==> src/mfm_codec_cfg.svh <==
/*
  Numeric constants of the MFM codec: offsets, fields, timing counts.
  Assumes a 200 MHz pclk and inclusion by bare name.
*/
`ifndef MFM_CODEC_CFG_SVH
`define MFM_CODEC_CFG_SVH

// clock and analogue-side timing
`define CLK_PERIOD_NS    5
`define NSQ_DELAY_NS     2000
`define NSQ_CYCLES       ((`NSQ_DELAY_NS + `CLK_PERIOD_NS - 1) / `CLK_PERIOD_NS)
`define NSQ_CNT_W        9

// byte timing in recovered 2F periods
`define CELLS_PER_BYTE   16
`define CELL_CNT_W       4
`define BYTE_CNT_W       4
`define INIT_FAST_BYTES  15
`define READ_FAST_BYTES  6
`define READ_DELAY_BYTES 7
`define GAP_BYTES        1
`define MARK_BYTES       8

// apb register offsets (byte addresses)
`define REG_CTRL         12'h000
`define REG_STATUS       12'h004
`define REG_EVENTS       12'h008

// control register fields and reset value
`define CTRL_VAR_BIT     0
`define CTRL_WEN_BIT     1
`define CTRL_W           2
`define CTRL_RESET       2'h2

// event counter width
`define EVT_W            16

// synchronised pin indices
`define PIN_WCLK   0
`define PIN_WDATA  1
`define PIN_WGATE  2
`define PIN_RCLK   3
`define PIN_MCLK   4
`define PIN_TIMED  5
`define PIN_DLYRD  6
`define PIN_E1     7
`define PIN_E2     8
`define PIN_OT     9
`define PIN_LT     10
`define PIN_RGC    11
`define PIN_RDGATE 12
`define PIN_SEEK   13
`define PIN_RTZ    14
`define PIN_MARK   15
`define PIN_SEARCH 16
`define PIN_SERVO  17
`define PIN_RAW    18
`define PIN_COUNT  19

`endif

==> src/mfm_codec_pkg.sv <==
/*
  Types of the MFM codec: sequencer states, tap choice, status word.
  Assumes nothing of its surroundings.
*/
`default_nettype none
package mfm_codec_pkg;

  // loop start-up / read sequencer
  typedef enum logic [1:0] {
    SEQ_IDLE,
    SEQ_DELAY,
    SEQ_FAST,
    SEQ_GAP
  } seq_state_t;

  // one-hot choice of precompensation tap
  typedef struct packed {
    logic early1;
    logic early2;
    logic nominal;
    logic late;
  } phase_sel_t;

  // status register layout, low bits
  typedef struct packed {
    logic [22:0] zero;
    logic [1:0]  seq;
    logic        servo_latch;
    logic        servo_sel;
    logic        squelch;
    logic        fast;
    logic        gap;
    logic        mark;
    logic        writing;
  } status_t;

endpackage : mfm_codec_pkg
`default_nettype wire

==> src/mfm_codec_vfo_sequencer.sv <==
/*
  MFM write encoder with four-tap precompensation, read data separator,
  loop input gating and fast-sync / gap-count sequencer, with APB access.
  Assumes loop signals arrive as pins sampled on pclk
  and a controller holding read gate control low a byte.
*/
`timescale 1ns/1ps
`default_nettype none
`include "mfm_codec_cfg.svh"
module mfm_codec_vfo_sequencer
  import mfm_codec_pkg::*;
(
  input  wire  logic        pclk,
  input  wire  logic        presetn,
  input  wire  logic        psel,
  input  wire  logic        penable,
  input  wire  logic        pwrite,
  input  wire  logic [11:0] paddr,
  input  wire  logic [31:0] pwdata,
  output logic        [31:0] prdata,
  output logic               pready,
  output logic               pslverr,
  input  wire  logic        host_write_clock,
  input  wire  logic        nrz_write_in,
  input  wire  logic        write_gate_sel_n,
  input  wire  logic        recovered_double_clock,
  input  wire  logic        main_double_clock_n,
  input  wire  logic        phase_early_one,
  input  wire  logic        phase_early_two,
  input  wire  logic        phase_nominal,
  input  wire  logic        phase_late,
  input  wire  logic        timed_data_input,
  input  wire  logic        delayed_read_pulse,
  input  wire  logic        servo_ref_clock,
  input  wire  logic        raw_read_pulses,
  input  wire  logic        read_gate_ctrl,
  input  wire  logic        read_out_gate_n,
  input  wire  logic        seek_done,
  input  wire  logic        return_to_zero,
  input  wire  logic        mark_detected,
  input  wire  logic        mark_search_req,
  output logic               mfm_write_pulse,
  output logic               loop_input,
  output logic               loop_squelch_n,
  output logic               servo_input_select,
  output logic               freq_down_req,
  output logic               freq_up_req,
  output logic               pre_window,
  output logic               bit_window,
  output logic               half_rate_read_clock,
  output logic               separated_bit,
  output logic               clear_pulse_normal,
  output logic               clear_pulse_gap,
  output logic               nrz_read_out,
  output logic               fast_sync_n,
  output logic               gap_count_n,
  output logic               mark_found,
  output logic               no_squelch_gate
);

  logic [`PIN_COUNT-1:0] lv;          // filtered pin levels
  logic [`PIN_COUNT-1:0] rs;          // rising edge pulses
  logic [`PIN_COUNT-1:0] fl;          // falling edge pulses

  // all pins through three-flop sync
  pin_sync #(
    .W (`PIN_COUNT)
  ) u_sync (
    .pclk    (pclk),
    .presetn (presetn),
    .din     ({raw_read_pulses, servo_ref_clock, mark_search_req,
               mark_detected, return_to_zero, seek_done,
               read_out_gate_n, read_gate_ctrl, phase_late,
               phase_nominal, phase_early_two, phase_early_one,
               delayed_read_pulse, timed_data_input, main_double_clock_n,
               recovered_double_clock, write_gate_sel_n, nrz_write_in,
               host_write_clock}),
    .level   (lv),
    .rise    (rs),
    .fall    (fl)
  );

  logic [`CTRL_W-1:0]     ctrl_q;      // format and write enable
  logic                   cell_q;      // 0 clock cell, 1 data cell
  logic [`CELL_CNT_W-1:0] cell_cnt_q;  // periods within a byte
  logic                   byte_tick;   // one byte time elapsed
  logic                   bit_tick;    // start of a new bit
  logic                   captured_q;  // bit taken from host
  logic                   writing_q;   // write resync armed
  logic [3:0]             sr_q;        // bit 0 newest stage
  phase_sel_t             data_sel;    // tap for data cell
  phase_sel_t             clk_sel;     // tap for clock cell
  phase_sel_t             sel;         // tap for current cell
  logic                   tap_edge;    // selected tap rising
  logic                   servo_latch_q;
  logic                   squelch;
  logic                   reading;
  logic                   clear_gap;
  logic                   win_close;
  seq_state_t             seq_q;
  logic [`BYTE_CNT_W-1:0] seq_cnt_q;   // bytes spent in state
  logic [`BYTE_CNT_W-1:0] fast_len_q;  // fast-sync length
  logic                   latch_d_q;   // servo latch delayed
  logic                   fs_end;
  logic [`BYTE_CNT_W-1:0] mark_cnt_q;
  logic [`NSQ_CNT_W-1:0]  nsq_cnt_q;
  logic [`EVT_W-1:0]      up_cnt_q;
  logic [`EVT_W-1:0]      down_cnt_q;
  status_t                status;

  // cell phase and byte count per clock rise
  always_ff @(posedge pclk or negedge presetn)
  begin
    if (!presetn)
    begin
      cell_q     <= 1'b0;
      cell_cnt_q <= '0;
    end
    else if (rs[`PIN_RCLK])
    begin
      cell_q     <= ~cell_q;
      cell_cnt_q <= cell_cnt_q + 1'b1;
    end
  end

  assign bit_tick  = rs[`PIN_RCLK] && cell_q;
  assign byte_tick = rs[`PIN_RCLK] &&
                     (cell_cnt_q == `CELL_CNT_W'(`CELLS_PER_BYTE - 1));

  // host write bit capture
  always_ff @(posedge pclk or negedge presetn)
  begin
    if (!presetn)
      captured_q <= 1'b0;
    else if (rs[`PIN_WCLK])
      captured_q <= lv[`PIN_WDATA];
  end

  // resync armed at gate fall, shifts per bit
  always_ff @(posedge pclk or negedge presetn)
  begin
    if (!presetn)
    begin
      writing_q <= 1'b0;
      sr_q      <= '0;
    end
    else
    begin
      if (fl[`PIN_WGATE] && ctrl_q[`CTRL_WEN_BIT])
        writing_q <= 1'b1;
      else if (lv[`PIN_WGATE])
        writing_q <= 1'b0;
      if (writing_q && bit_tick)
        sr_q <= {sr_q[2:0], captured_q};
      else if (!writing_q)
        sr_q <= '0;
    end
  end

  // encoder table; stage 3 unused for data
  always_comb
  begin
    data_sel = '0;
    clk_sel  = '0;
    if (sr_q[1])
    begin
      data_sel.early1  = !sr_q[0] && sr_q[2];
      data_sel.early2  = !sr_q[0] && !sr_q[2];
      data_sel.nominal = sr_q[0] && sr_q[2];
      data_sel.late    = sr_q[0] && !sr_q[2];
    end
    else if (!sr_q[2])
    begin
      clk_sel.early1  = sr_q[0] && !sr_q[3];
      clk_sel.early2  = sr_q[0] && sr_q[3];
      clk_sel.nominal = !sr_q[0] && !sr_q[3];
      clk_sel.late    = !sr_q[0] && sr_q[3];
    end
    // other states: no tap
    sel = cell_q ? data_sel : clk_sel;
  end

  assign tap_edge = (sel.early1  && rs[`PIN_E1]) ||
                    (sel.early2  && rs[`PIN_E2]) ||
                    (sel.nominal && rs[`PIN_OT]) ||
                    (sel.late    && rs[`PIN_LT]);

  // precompensated write pulse
  always_ff @(posedge pclk or negedge presetn)
  begin
    if (!presetn)
      mfm_write_pulse <= 1'b0;
    else
      mfm_write_pulse <= writing_q && tap_edge;
  end

  // servo latch: seek sets, return-to-zero clears
  always_ff @(posedge pclk or negedge presetn)
  begin
    if (!presetn)
      servo_latch_q <= 1'b0;
    else if (rs[`PIN_SEEK])
      servo_latch_q <= 1'b1;
    else if (lv[`PIN_RTZ])
      servo_latch_q <= 1'b0;
  end

  assign squelch = lv[`PIN_RTZ] || !servo_latch_q;
  assign reading = !lv[`PIN_RDGATE] && servo_latch_q;

  // servo select set at fast-sync end, dropped during reads
  always_ff @(posedge pclk or negedge presetn)
  begin
    if (!presetn)
      servo_input_select <= 1'b0;
    else if (reading)
      servo_input_select <= 1'b0;
    else if (fs_end)
      servo_input_select <= 1'b1;
  end

  // switching gate into the loop
  always_ff @(posedge pclk or negedge presetn)
  begin
    if (!presetn)
    begin
      loop_input     <= 1'b0;
      loop_squelch_n <= 1'b0;
    end
    else
    begin
      loop_squelch_n <= !squelch;
      if (squelch)
        loop_input <= 1'b0;
      else if (servo_input_select)
        loop_input <= lv[`PIN_SERVO];
      else
        loop_input <= lv[`PIN_RAW];
    end
  end

  // phase latch and lead / lag requests
  always_ff @(posedge pclk or negedge presetn)
  begin
    if (!presetn)
    begin
      freq_down_req <= 1'b0;
      freq_up_req   <= 1'b0;
    end
    else
    begin
      freq_down_req <= rs[`PIN_TIMED] && !lv[`PIN_RCLK];
      freq_up_req   <= rs[`PIN_TIMED] && lv[`PIN_RCLK];
    end
  end

  logic phase_latch_q;  // set by input, cleared by clock fall
  always_ff @(posedge pclk or negedge presetn)
  begin
    if (!presetn)
      phase_latch_q <= 1'b0;
    else if (rs[`PIN_TIMED])
      phase_latch_q <= 1'b1;
    else if (fl[`PIN_RCLK])
      phase_latch_q <= 1'b0;
  end

  assign clear_gap = !gap_count_n && separated_bit;
  assign win_close = rs[`PIN_MCLK] && bit_window && !pre_window;

  // window divider; gap one flips both
  always_ff @(posedge pclk or negedge presetn)
  begin
    if (!presetn)
    begin
      pre_window <= 1'b0;
      bit_window <= 1'b0;
    end
    else if (clear_gap)
    begin
      pre_window <= !pre_window;
      bit_window <= !bit_window;
    end
    else if (rs[`PIN_MCLK])
    begin
      pre_window <= !pre_window;
      bit_window <= pre_window;
    end
  end

  assign half_rate_read_clock = bit_window;

  // separated bit and its two clear pulses
  always_ff @(posedge pclk or negedge presetn)
  begin
    if (!presetn)
    begin
      separated_bit      <= 1'b0;
      clear_pulse_normal <= 1'b0;
      clear_pulse_gap    <= 1'b0;
    end
    else
    begin
      clear_pulse_normal <= win_close && gap_count_n;
      clear_pulse_gap    <= clear_gap;
      if (rs[`PIN_DLYRD] && bit_window)
        separated_bit <= 1'b1;
      else if ((win_close && gap_count_n) || clear_gap)
        separated_bit <= 1'b0;
    end
  end

  // read output loaded at window close
  always_ff @(posedge pclk or negedge presetn)
  begin
    if (!presetn)
      nrz_read_out <= 1'b0;
    else if (lv[`PIN_RDGATE])
      nrz_read_out <= 1'b0;
    else if (win_close)
      nrz_read_out <= separated_bit;
  end

  // mark found pulse for variable format
  always_ff @(posedge pclk or negedge presetn)
  begin
    if (!presetn)
    begin
      mark_found <= 1'b0;
      mark_cnt_q <= '0;
    end
    else if (!mark_found)
    begin
      mark_cnt_q <= '0;
      if (rs[`PIN_MARK] && lv[`PIN_SEARCH] && ctrl_q[`CTRL_VAR_BIT])
        mark_found <= 1'b1;
    end
    else if (byte_tick)
    begin
      mark_cnt_q <= mark_cnt_q + 1'b1;
      if (mark_cnt_q == `BYTE_CNT_W'(`MARK_BYTES - 1))
        mark_found <= 1'b0;
    end
  end

  // sequencer triggers
  logic start_init;
  logic start_read;
  assign start_init = servo_latch_q && !latch_d_q;
  assign start_read = ctrl_q[`CTRL_VAR_BIT] ?
                      (rs[`PIN_MARK] && lv[`PIN_SEARCH] && !mark_found) :
                      fl[`PIN_RGC];

  // fast-sync / gap-count sequencer
  always_ff @(posedge pclk or negedge presetn)
  begin
    if (!presetn)
    begin
      seq_q       <= SEQ_IDLE;
      seq_cnt_q   <= '0;
      fast_len_q  <= '0;
      latch_d_q   <= 1'b0;
      fast_sync_n <= 1'b1;
      gap_count_n <= 1'b1;
      fs_end      <= 1'b0;
    end
    else
    begin
      latch_d_q <= servo_latch_q;
      fs_end    <= 1'b0;
      case (seq_q)
        SEQ_IDLE:
        begin
          seq_cnt_q <= '0;
          if (start_init)
          begin
            seq_q       <= SEQ_FAST;
            fast_len_q  <= `BYTE_CNT_W'(`INIT_FAST_BYTES);
            fast_sync_n <= 1'b0;
          end
          else if (start_read && servo_latch_q)
          begin
            seq_q      <= SEQ_DELAY;
            fast_len_q <= `BYTE_CNT_W'(`READ_FAST_BYTES);
          end
        end
        SEQ_DELAY:
          if (byte_tick)
          begin
            seq_cnt_q <= seq_cnt_q + 1'b1;
            if (seq_cnt_q == `BYTE_CNT_W'(`READ_DELAY_BYTES - 1))
            begin
              seq_q       <= SEQ_FAST;
              seq_cnt_q   <= '0;
              fast_sync_n <= 1'b0;
            end
          end
        SEQ_FAST:
          if (byte_tick)
          begin
            seq_cnt_q <= seq_cnt_q + 1'b1;
            if (seq_cnt_q == fast_len_q - 1'b1)
            begin
              seq_q       <= SEQ_GAP;
              seq_cnt_q   <= '0;
              fast_sync_n <= 1'b1;
              gap_count_n <= 1'b0;
              fs_end      <= 1'b1;
            end
          end
        SEQ_GAP:
          if (byte_tick)
          begin
            seq_cnt_q <= seq_cnt_q + 1'b1;
            if (seq_cnt_q == `BYTE_CNT_W'(`GAP_BYTES - 1))
            begin
              seq_q       <= SEQ_IDLE;
              seq_cnt_q   <= '0;
              gap_count_n <= 1'b1;
            end
          end
        default:
        begin
          seq_q       <= SEQ_IDLE;
          fast_sync_n <= 1'b1;
          gap_count_n <= 1'b1;
        end
      endcase
    end
  end

  // no-squelch gate after write gate deasserts
  always_ff @(posedge pclk or negedge presetn)
  begin
    if (!presetn)
    begin
      nsq_cnt_q       <= '0;
      no_squelch_gate <= 1'b0;
    end
    else if (!lv[`PIN_WGATE])
    begin
      nsq_cnt_q       <= '0;
      no_squelch_gate <= 1'b0;
    end
    else if (nsq_cnt_q == `NSQ_CNT_W'(`NSQ_CYCLES - 1))
      no_squelch_gate <= 1'b1;
    else
      nsq_cnt_q <= nsq_cnt_q + 1'b1;
  end

  // loop request event counters
  always_ff @(posedge pclk or negedge presetn)
  begin
    if (!presetn)
    begin
      up_cnt_q   <= '0;
      down_cnt_q <= '0;
    end
    else
    begin
      if (freq_up_req)
        up_cnt_q <= up_cnt_q + 1'b1;
      if (freq_down_req)
        down_cnt_q <= down_cnt_q + 1'b1;
    end
  end

  // status word
  always_comb
  begin
    status             = '0;
    status.seq         = seq_q;
    status.servo_latch = servo_latch_q;
    status.servo_sel   = servo_input_select;
    status.squelch     = squelch;
    status.fast        = !fast_sync_n;
    status.gap         = !gap_count_n;
    status.mark        = mark_found;
    status.writing     = writing_q;
  end

  logic apb_wr;  // write access phase
  logic apb_rd;  // read access phase
  logic mapped;  // address decodes
  assign apb_wr  = psel && penable && pwrite;
  assign apb_rd  = psel && penable && !pwrite;
  assign mapped  = (paddr == `REG_CTRL) || (paddr == `REG_STATUS) ||
                   (paddr == `REG_EVENTS);
  assign pready  = 1'b1;
  assign pslverr = psel && penable && !mapped;

  // control register write
  always_ff @(posedge pclk or negedge presetn)
  begin
    if (!presetn)
      ctrl_q <= `CTRL_RESET;
    else if (apb_wr && paddr == `REG_CTRL)
      ctrl_q <= pwdata[`CTRL_W-1:0];
  end

  // read data loaded in setup
  always_ff @(posedge pclk or negedge presetn)
  begin
    if (!presetn)
      prdata <= '0;
    else if (psel && !penable && !pwrite)
      case (paddr)
        `REG_CTRL:   prdata <= {{(32-`CTRL_W){1'b0}}, ctrl_q};
        `REG_STATUS: prdata <= status;
        `REG_EVENTS: prdata <= {up_cnt_q, down_cnt_q};
        default:     prdata <= '0;
      endcase
  end

endmodule : mfm_codec_vfo_sequencer
`default_nettype wire

==> src/pin_sync.sv <==
/*
  Three-flop pin synchroniser with level and edge pulses.
  Assumes pins are asynchronous to pclk; outputs are pclk-synchronous.
*/
`timescale 1ns/1ps
`default_nettype none
module pin_sync #(
  parameter int W = 1
) (
  input  wire  logic         pclk,
  input  wire  logic         presetn,
  input  wire  logic [W-1:0] din,
  output logic       [W-1:0] level,
  output logic       [W-1:0] rise,
  output logic       [W-1:0] fall
);

  // per-pin three flops and qualified level
  for (genvar i = 0; i < W; i++)
  begin : g_pin
    logic s1_q;  // first stage, read only by s2
    logic s2_q;  // second stage
    logic s3_q;  // third stage

    // shift chain
    always_ff @(posedge pclk or negedge presetn)
    begin
      if (!presetn)
      begin
        s1_q <= 1'b0;
        s2_q <= 1'b0;
        s3_q <= 1'b0;
      end
      else
      begin
        s1_q <= din[i];
        s2_q <= s1_q;
        s3_q <= s2_q;
      end
    end

    // change accepted once stages two and three agree
    always_ff @(posedge pclk or negedge presetn)
    begin
      if (!presetn)
      begin
        level[i] <= 1'b0;
        rise[i]  <= 1'b0;
        fall[i]  <= 1'b0;
      end
      else
      begin
        rise[i] <= (s2_q == s3_q) && s3_q && !level[i];
        fall[i] <= (s2_q == s3_q) && !s3_q && level[i];
        if (s2_q == s3_q)
          level[i] <= s3_q;
      end
    end
  end

endmodule : pin_sync
`default_nettype wire
==> config.mk <==
export PLATFORM = sky130hd
export DESIGN_NAME = mfm_codec_vfo_sequencer
export DESIGN_NICKNAME = d
export VERILOG_FILES = /design/src/mfm_codec_pkg.sv /design/src/mfm_codec_vfo_sequencer.sv /design/src/pin_sync.sv
export VERILOG_INCLUDE_DIRS = /design/src
export SDC_FILE = /design/constraint.sdc
export NUM_CORES = 1
export LEC_CHECK = 0
export ABC_AREA = 1
export BUFFER_PORTS_ARGS = -buffer_cell sky130_fd_sc_hd__buf_4
export CORE_ASPECT_RATIO = 0.9
export CORE_MARGIN = 2
export CORE_UTILIZATION = 55
export DETAILED_ROUTE_END_ITERATION = 16
export GPL_TIMING_DRIVEN = 0
export MAX_ROUTING_LAYER = met4
export PLACE_DENSITY = 0.77
export SLEW_MARGIN = 25
export SYNTH_ARGS = -nofsm -noshare
export SYNTH_HDL_FRONTEND = slang
export SYNTH_SLANG_ARGS = --single-unit
==> constraint.sdc <==
create_clock -name pclk -period 2.72 [get_ports pclk]
set_input_delay 0.408 -clock pclk [delete_from_list [all_inputs] [get_ports pclk]]
set_output_delay 0.408 -clock pclk [all_outputs]
set_load 0.01 [all_outputs]
==> run summary <==
CTS buffer count -> 21
DRT antenna net count -> 0
Clk sinks -> 206
Post-Place Cell Area -> 0.00929 mm^2
Skew final -> 13.0 ps
WS Path Type -> register to register
Crit path capture type -> register
Startpoint types -> register
Slew HR -> 66.3%
Vias -> 5603
Drt pass-1 iters -> 5
Final setup vio count -> 0
Layout cells sized above 1 -> 18.6%
Number of antenna diodes -> 0
GRT overflow -> 0
Slew Limit Fails -> 0
Top cell type's share of synthesized area -> 61.0%
Slowest-stage cell, CP -> dfrtp_1
F_max -> 0.554 GHz
WL/cell -> 13.7 um
Via density -> 5.00
Min Tclk post-route -> 1810 ps
Starting Density -> 56.4%
Initial antenna violation count -> 0
RSZ-0062 raised after global routing -> false
Htree depth -> 1
CP delay by family, top -> simple AND/OR/NAND/NOR gates
Worst VDD drop -> 0.000604 V
Netlist cell types -> 40
#FFs+latches synth -> 206
Leak -> 4.96 nW
PostCTS Resize Cnt -> 0
Global-route wire length before repair -> 26500 um
Final #Nets -> 1004
Status -> completed
Final worst-path cycle share -> 66.4%
Post-Synthesis Cells -> 795
Hold Vio Cnt, Final -> 0
Post-DP HPWL -> 10700 um
Net Count, Synth -> 891
IO Count -> 119
Via count of the first global-routing pass -> 5601
CTS Buffer Depth -> 3
Finished Core Util -> 67.8%
Most frequent cell on the critical path -> nand2_1
I/O Buffers -> 87
Crit path required time -> 3110 ps
Worst slew pin tran -> 503 ps
Std cell rows -> 42
Max incr delay on CP -> 430 ps
Synthesis Warnings -> 0
Sequential share of the synthesized area -> 61.9%
CP arrival -> 2190 ps
Synth area leaders -> dfrtp_1 (61%), nand2_1 (6.8%), inv_1 (4.8%)
Root Driver -> clkbuf_16
Clock transition at the registers of the reported paths -> 60 ps
Clk_lat worst skew -> 500 ps
Gr usage total -> 21.0%
Critical path buffers and inverters -> 1
Most common cell in the netlist -> dfrtp_1
Biggest area consumer among synthesized cells -> dfrtp_1
Commonest cells in the netlist -> dfrtp_1 (203), nand2_1 (151), inv_1 (107)
Die height -> 121 um
Fraction of registers with async set/reset -> 100%
Crit path cell chain -> inv_1 > ha_1 > nor2_1 > a21oi_2 > a21oi_1 > nand2_1 > nand2_1 > nand2_1
Core Region -> 0.0148 mm^2
Power per cell area -> 742 mW/mm^2
Mapped cell area -> 0.00833 mm^2
Die W -> 134 um
Post-synth EDFFs -> 0
Fill cells -> 1139
Residual DRC -> 0
DR iter-0 viols -> 376
Final Cell Area -> 0.0100 mm^2
Overall routed net length -> 15400 um
Worst hold path type -> input port to register
Max Cap Viol -> 0
Area Overhead vs Synth -> 20.1%
Crit-path max FO -> 6
Hold slack -> 18.7 ps
Largest net degree at the start of global routing -> 95
CTS tree -> done
Mean post-synth cell area -> 10.5 um^2
Die ar. -> 0.0161 mm^2
PnR Total Power -> 7.43 mW
GPL Wtd Cong -> 0.861
Synth Flop Type -> dfrtp_1
==> power breakdown <==
group | switching, mW | internal, mW
Combinational | 0.608 | 0.401
Sequential | 0.225 | 3.32
Clock | 1.15 | 1.72
Total | 1.98 | 5.45
==> metal layers <==
metal	track usage [%]	share of wire, %	up-vias
met5	-	0	-
met4	6.38	2.7	0
met3	3.65	5.5	35
met2	32.9	47	132
met1	28.6	45	2669
li1	-	-	2767
==> area by class of cell <==
cell class                      count  area (um^2)  area share (%)
Buffer                             15         80.1           0.800
Clock buffer                       28          592            5.91
Clock inverter                     10          111            1.11
Timing Repair Buffer               90          726            7.25
Inverter                          112          420            4.20
Multi-Input combinational cell    462         2670            26.7
Sequential cell                   206         5160            51.6
Tap cell                          198          248            2.48
==> state kept, by name, indices dropped and copies added (netlist names), 2 cells and up <==
| name | cells |
|---|---|
| prdata | 32 |
| u_sync.g_pin.s1_q | 19 |
| u_sync.g_pin.s2_q | 19 |
| u_sync.g_pin.s3_q | 19 |
| u_sync.level | 19 |
| down_cnt_q | 16 |
| up_cnt_q | 16 |
| u_sync.rise | 11 |
| nsq_cnt_q | 9 |
| cell_cnt_q | 4 |
| mark_cnt_q | 4 |
| seq_cnt_q | 4 |
| sr_q | 4 |
| ctrl_q | 2 |
| fast_len_q | 2 |
| seq_q | 2 |
| u_sync.fall | 2 |
==> worst reg2reg max path, stage by stage, from the launching register on <==
cell and delay [ps]:
dfrtp_1 430, inv_1 110, ha_1 270, nor2_1 190
a21oi_2 130, a21oi_1 280, nand2_1 140, nand2_1 90
nand2_1 50
==> worst paths after layout <==
check                                       from               endpoint  slack [ps]  depth (start not counted)
setup / recovery                        seq_q[0]               seq_q[0]         910                          8
hold / removal                    read_gate_ctrl  u_sync.g_pin[11].s1_q          20                          1
setup reg to reg                        seq_q[0]               seq_q[0]         910                          8
hold reg to reg            u_sync.g_pin[18].s1_q  u_sync.g_pin[18].s2_q         350                          0
max in group asynchronous                presetn         down_cnt_q[14]        1610                          3
min in group asynchronous                presetn   u_sync.g_pin[0].s3_q         380                          2
==> cells by family after synthesis <==
logic type	count (synthesis)	share of synthesized area, %
AND/OR/NAND/NOR	294	15.5
flip-flops	206	61.9
buffers and inverters	127	6.01
AO/OA/AOI/OAI	85	6.17
XOR/XNOR	37	3.89
adder cells (fa/ha/maj)	34	4.93
multiplexers	11	1.49
other	1	0.0450
==> layout by cell type, fill, tap and decap left out, types with 3 or more instances in the layout <==
master,netlist,final
dfrtp_1,203,203
nand2_1,151,151
inv_1,107,107
buf_4,4,90
nor2_1,59,59
nand3_1,46,46
o21ai_0,36,36
xor2_1,34,34
ha_1,28,28
clkbuf_16,0,21
o31ai_1,20,20
a21oi_1,12,12
mux2_2,11,11
nor3_1,10,10
clkbuf_1,4,7
buf_2,7,7
maj3_1,6,6
nand4_1,6,6
o22ai_1,5,5
inv_2,5,5
nand2_2,5,5
o211ai_1,4,4
clkbuf_8,0,4
clkinv_2,0,4
xnor2_1,3,3
nor2_2,3,3
nor2_4,3,3
nor3_2,3,3
nand3b_1,3,3
clkinvlp_4,0,3
dfstp_2,3,3
==> metrics by stage <==
stage | TNS, ps | cells | setup slack, ps
after floorplan | 0 | 795 | 1260
after global placement | -24630 | 1080 | -145
after detailed placement | 0 | 1082 | 942
after CTS | 0 | 1121 | 931
after global routing | 0 | 1121 | 758
final | 0 | 1121 | 914
==> repair_timing <==
action	4_1_cts	5_1_grt
hold buffers	1	0
setup buffers	0	0
hold endpoints to repair	36	0
No activity file was read; power rests on OpenSTA's default activity.
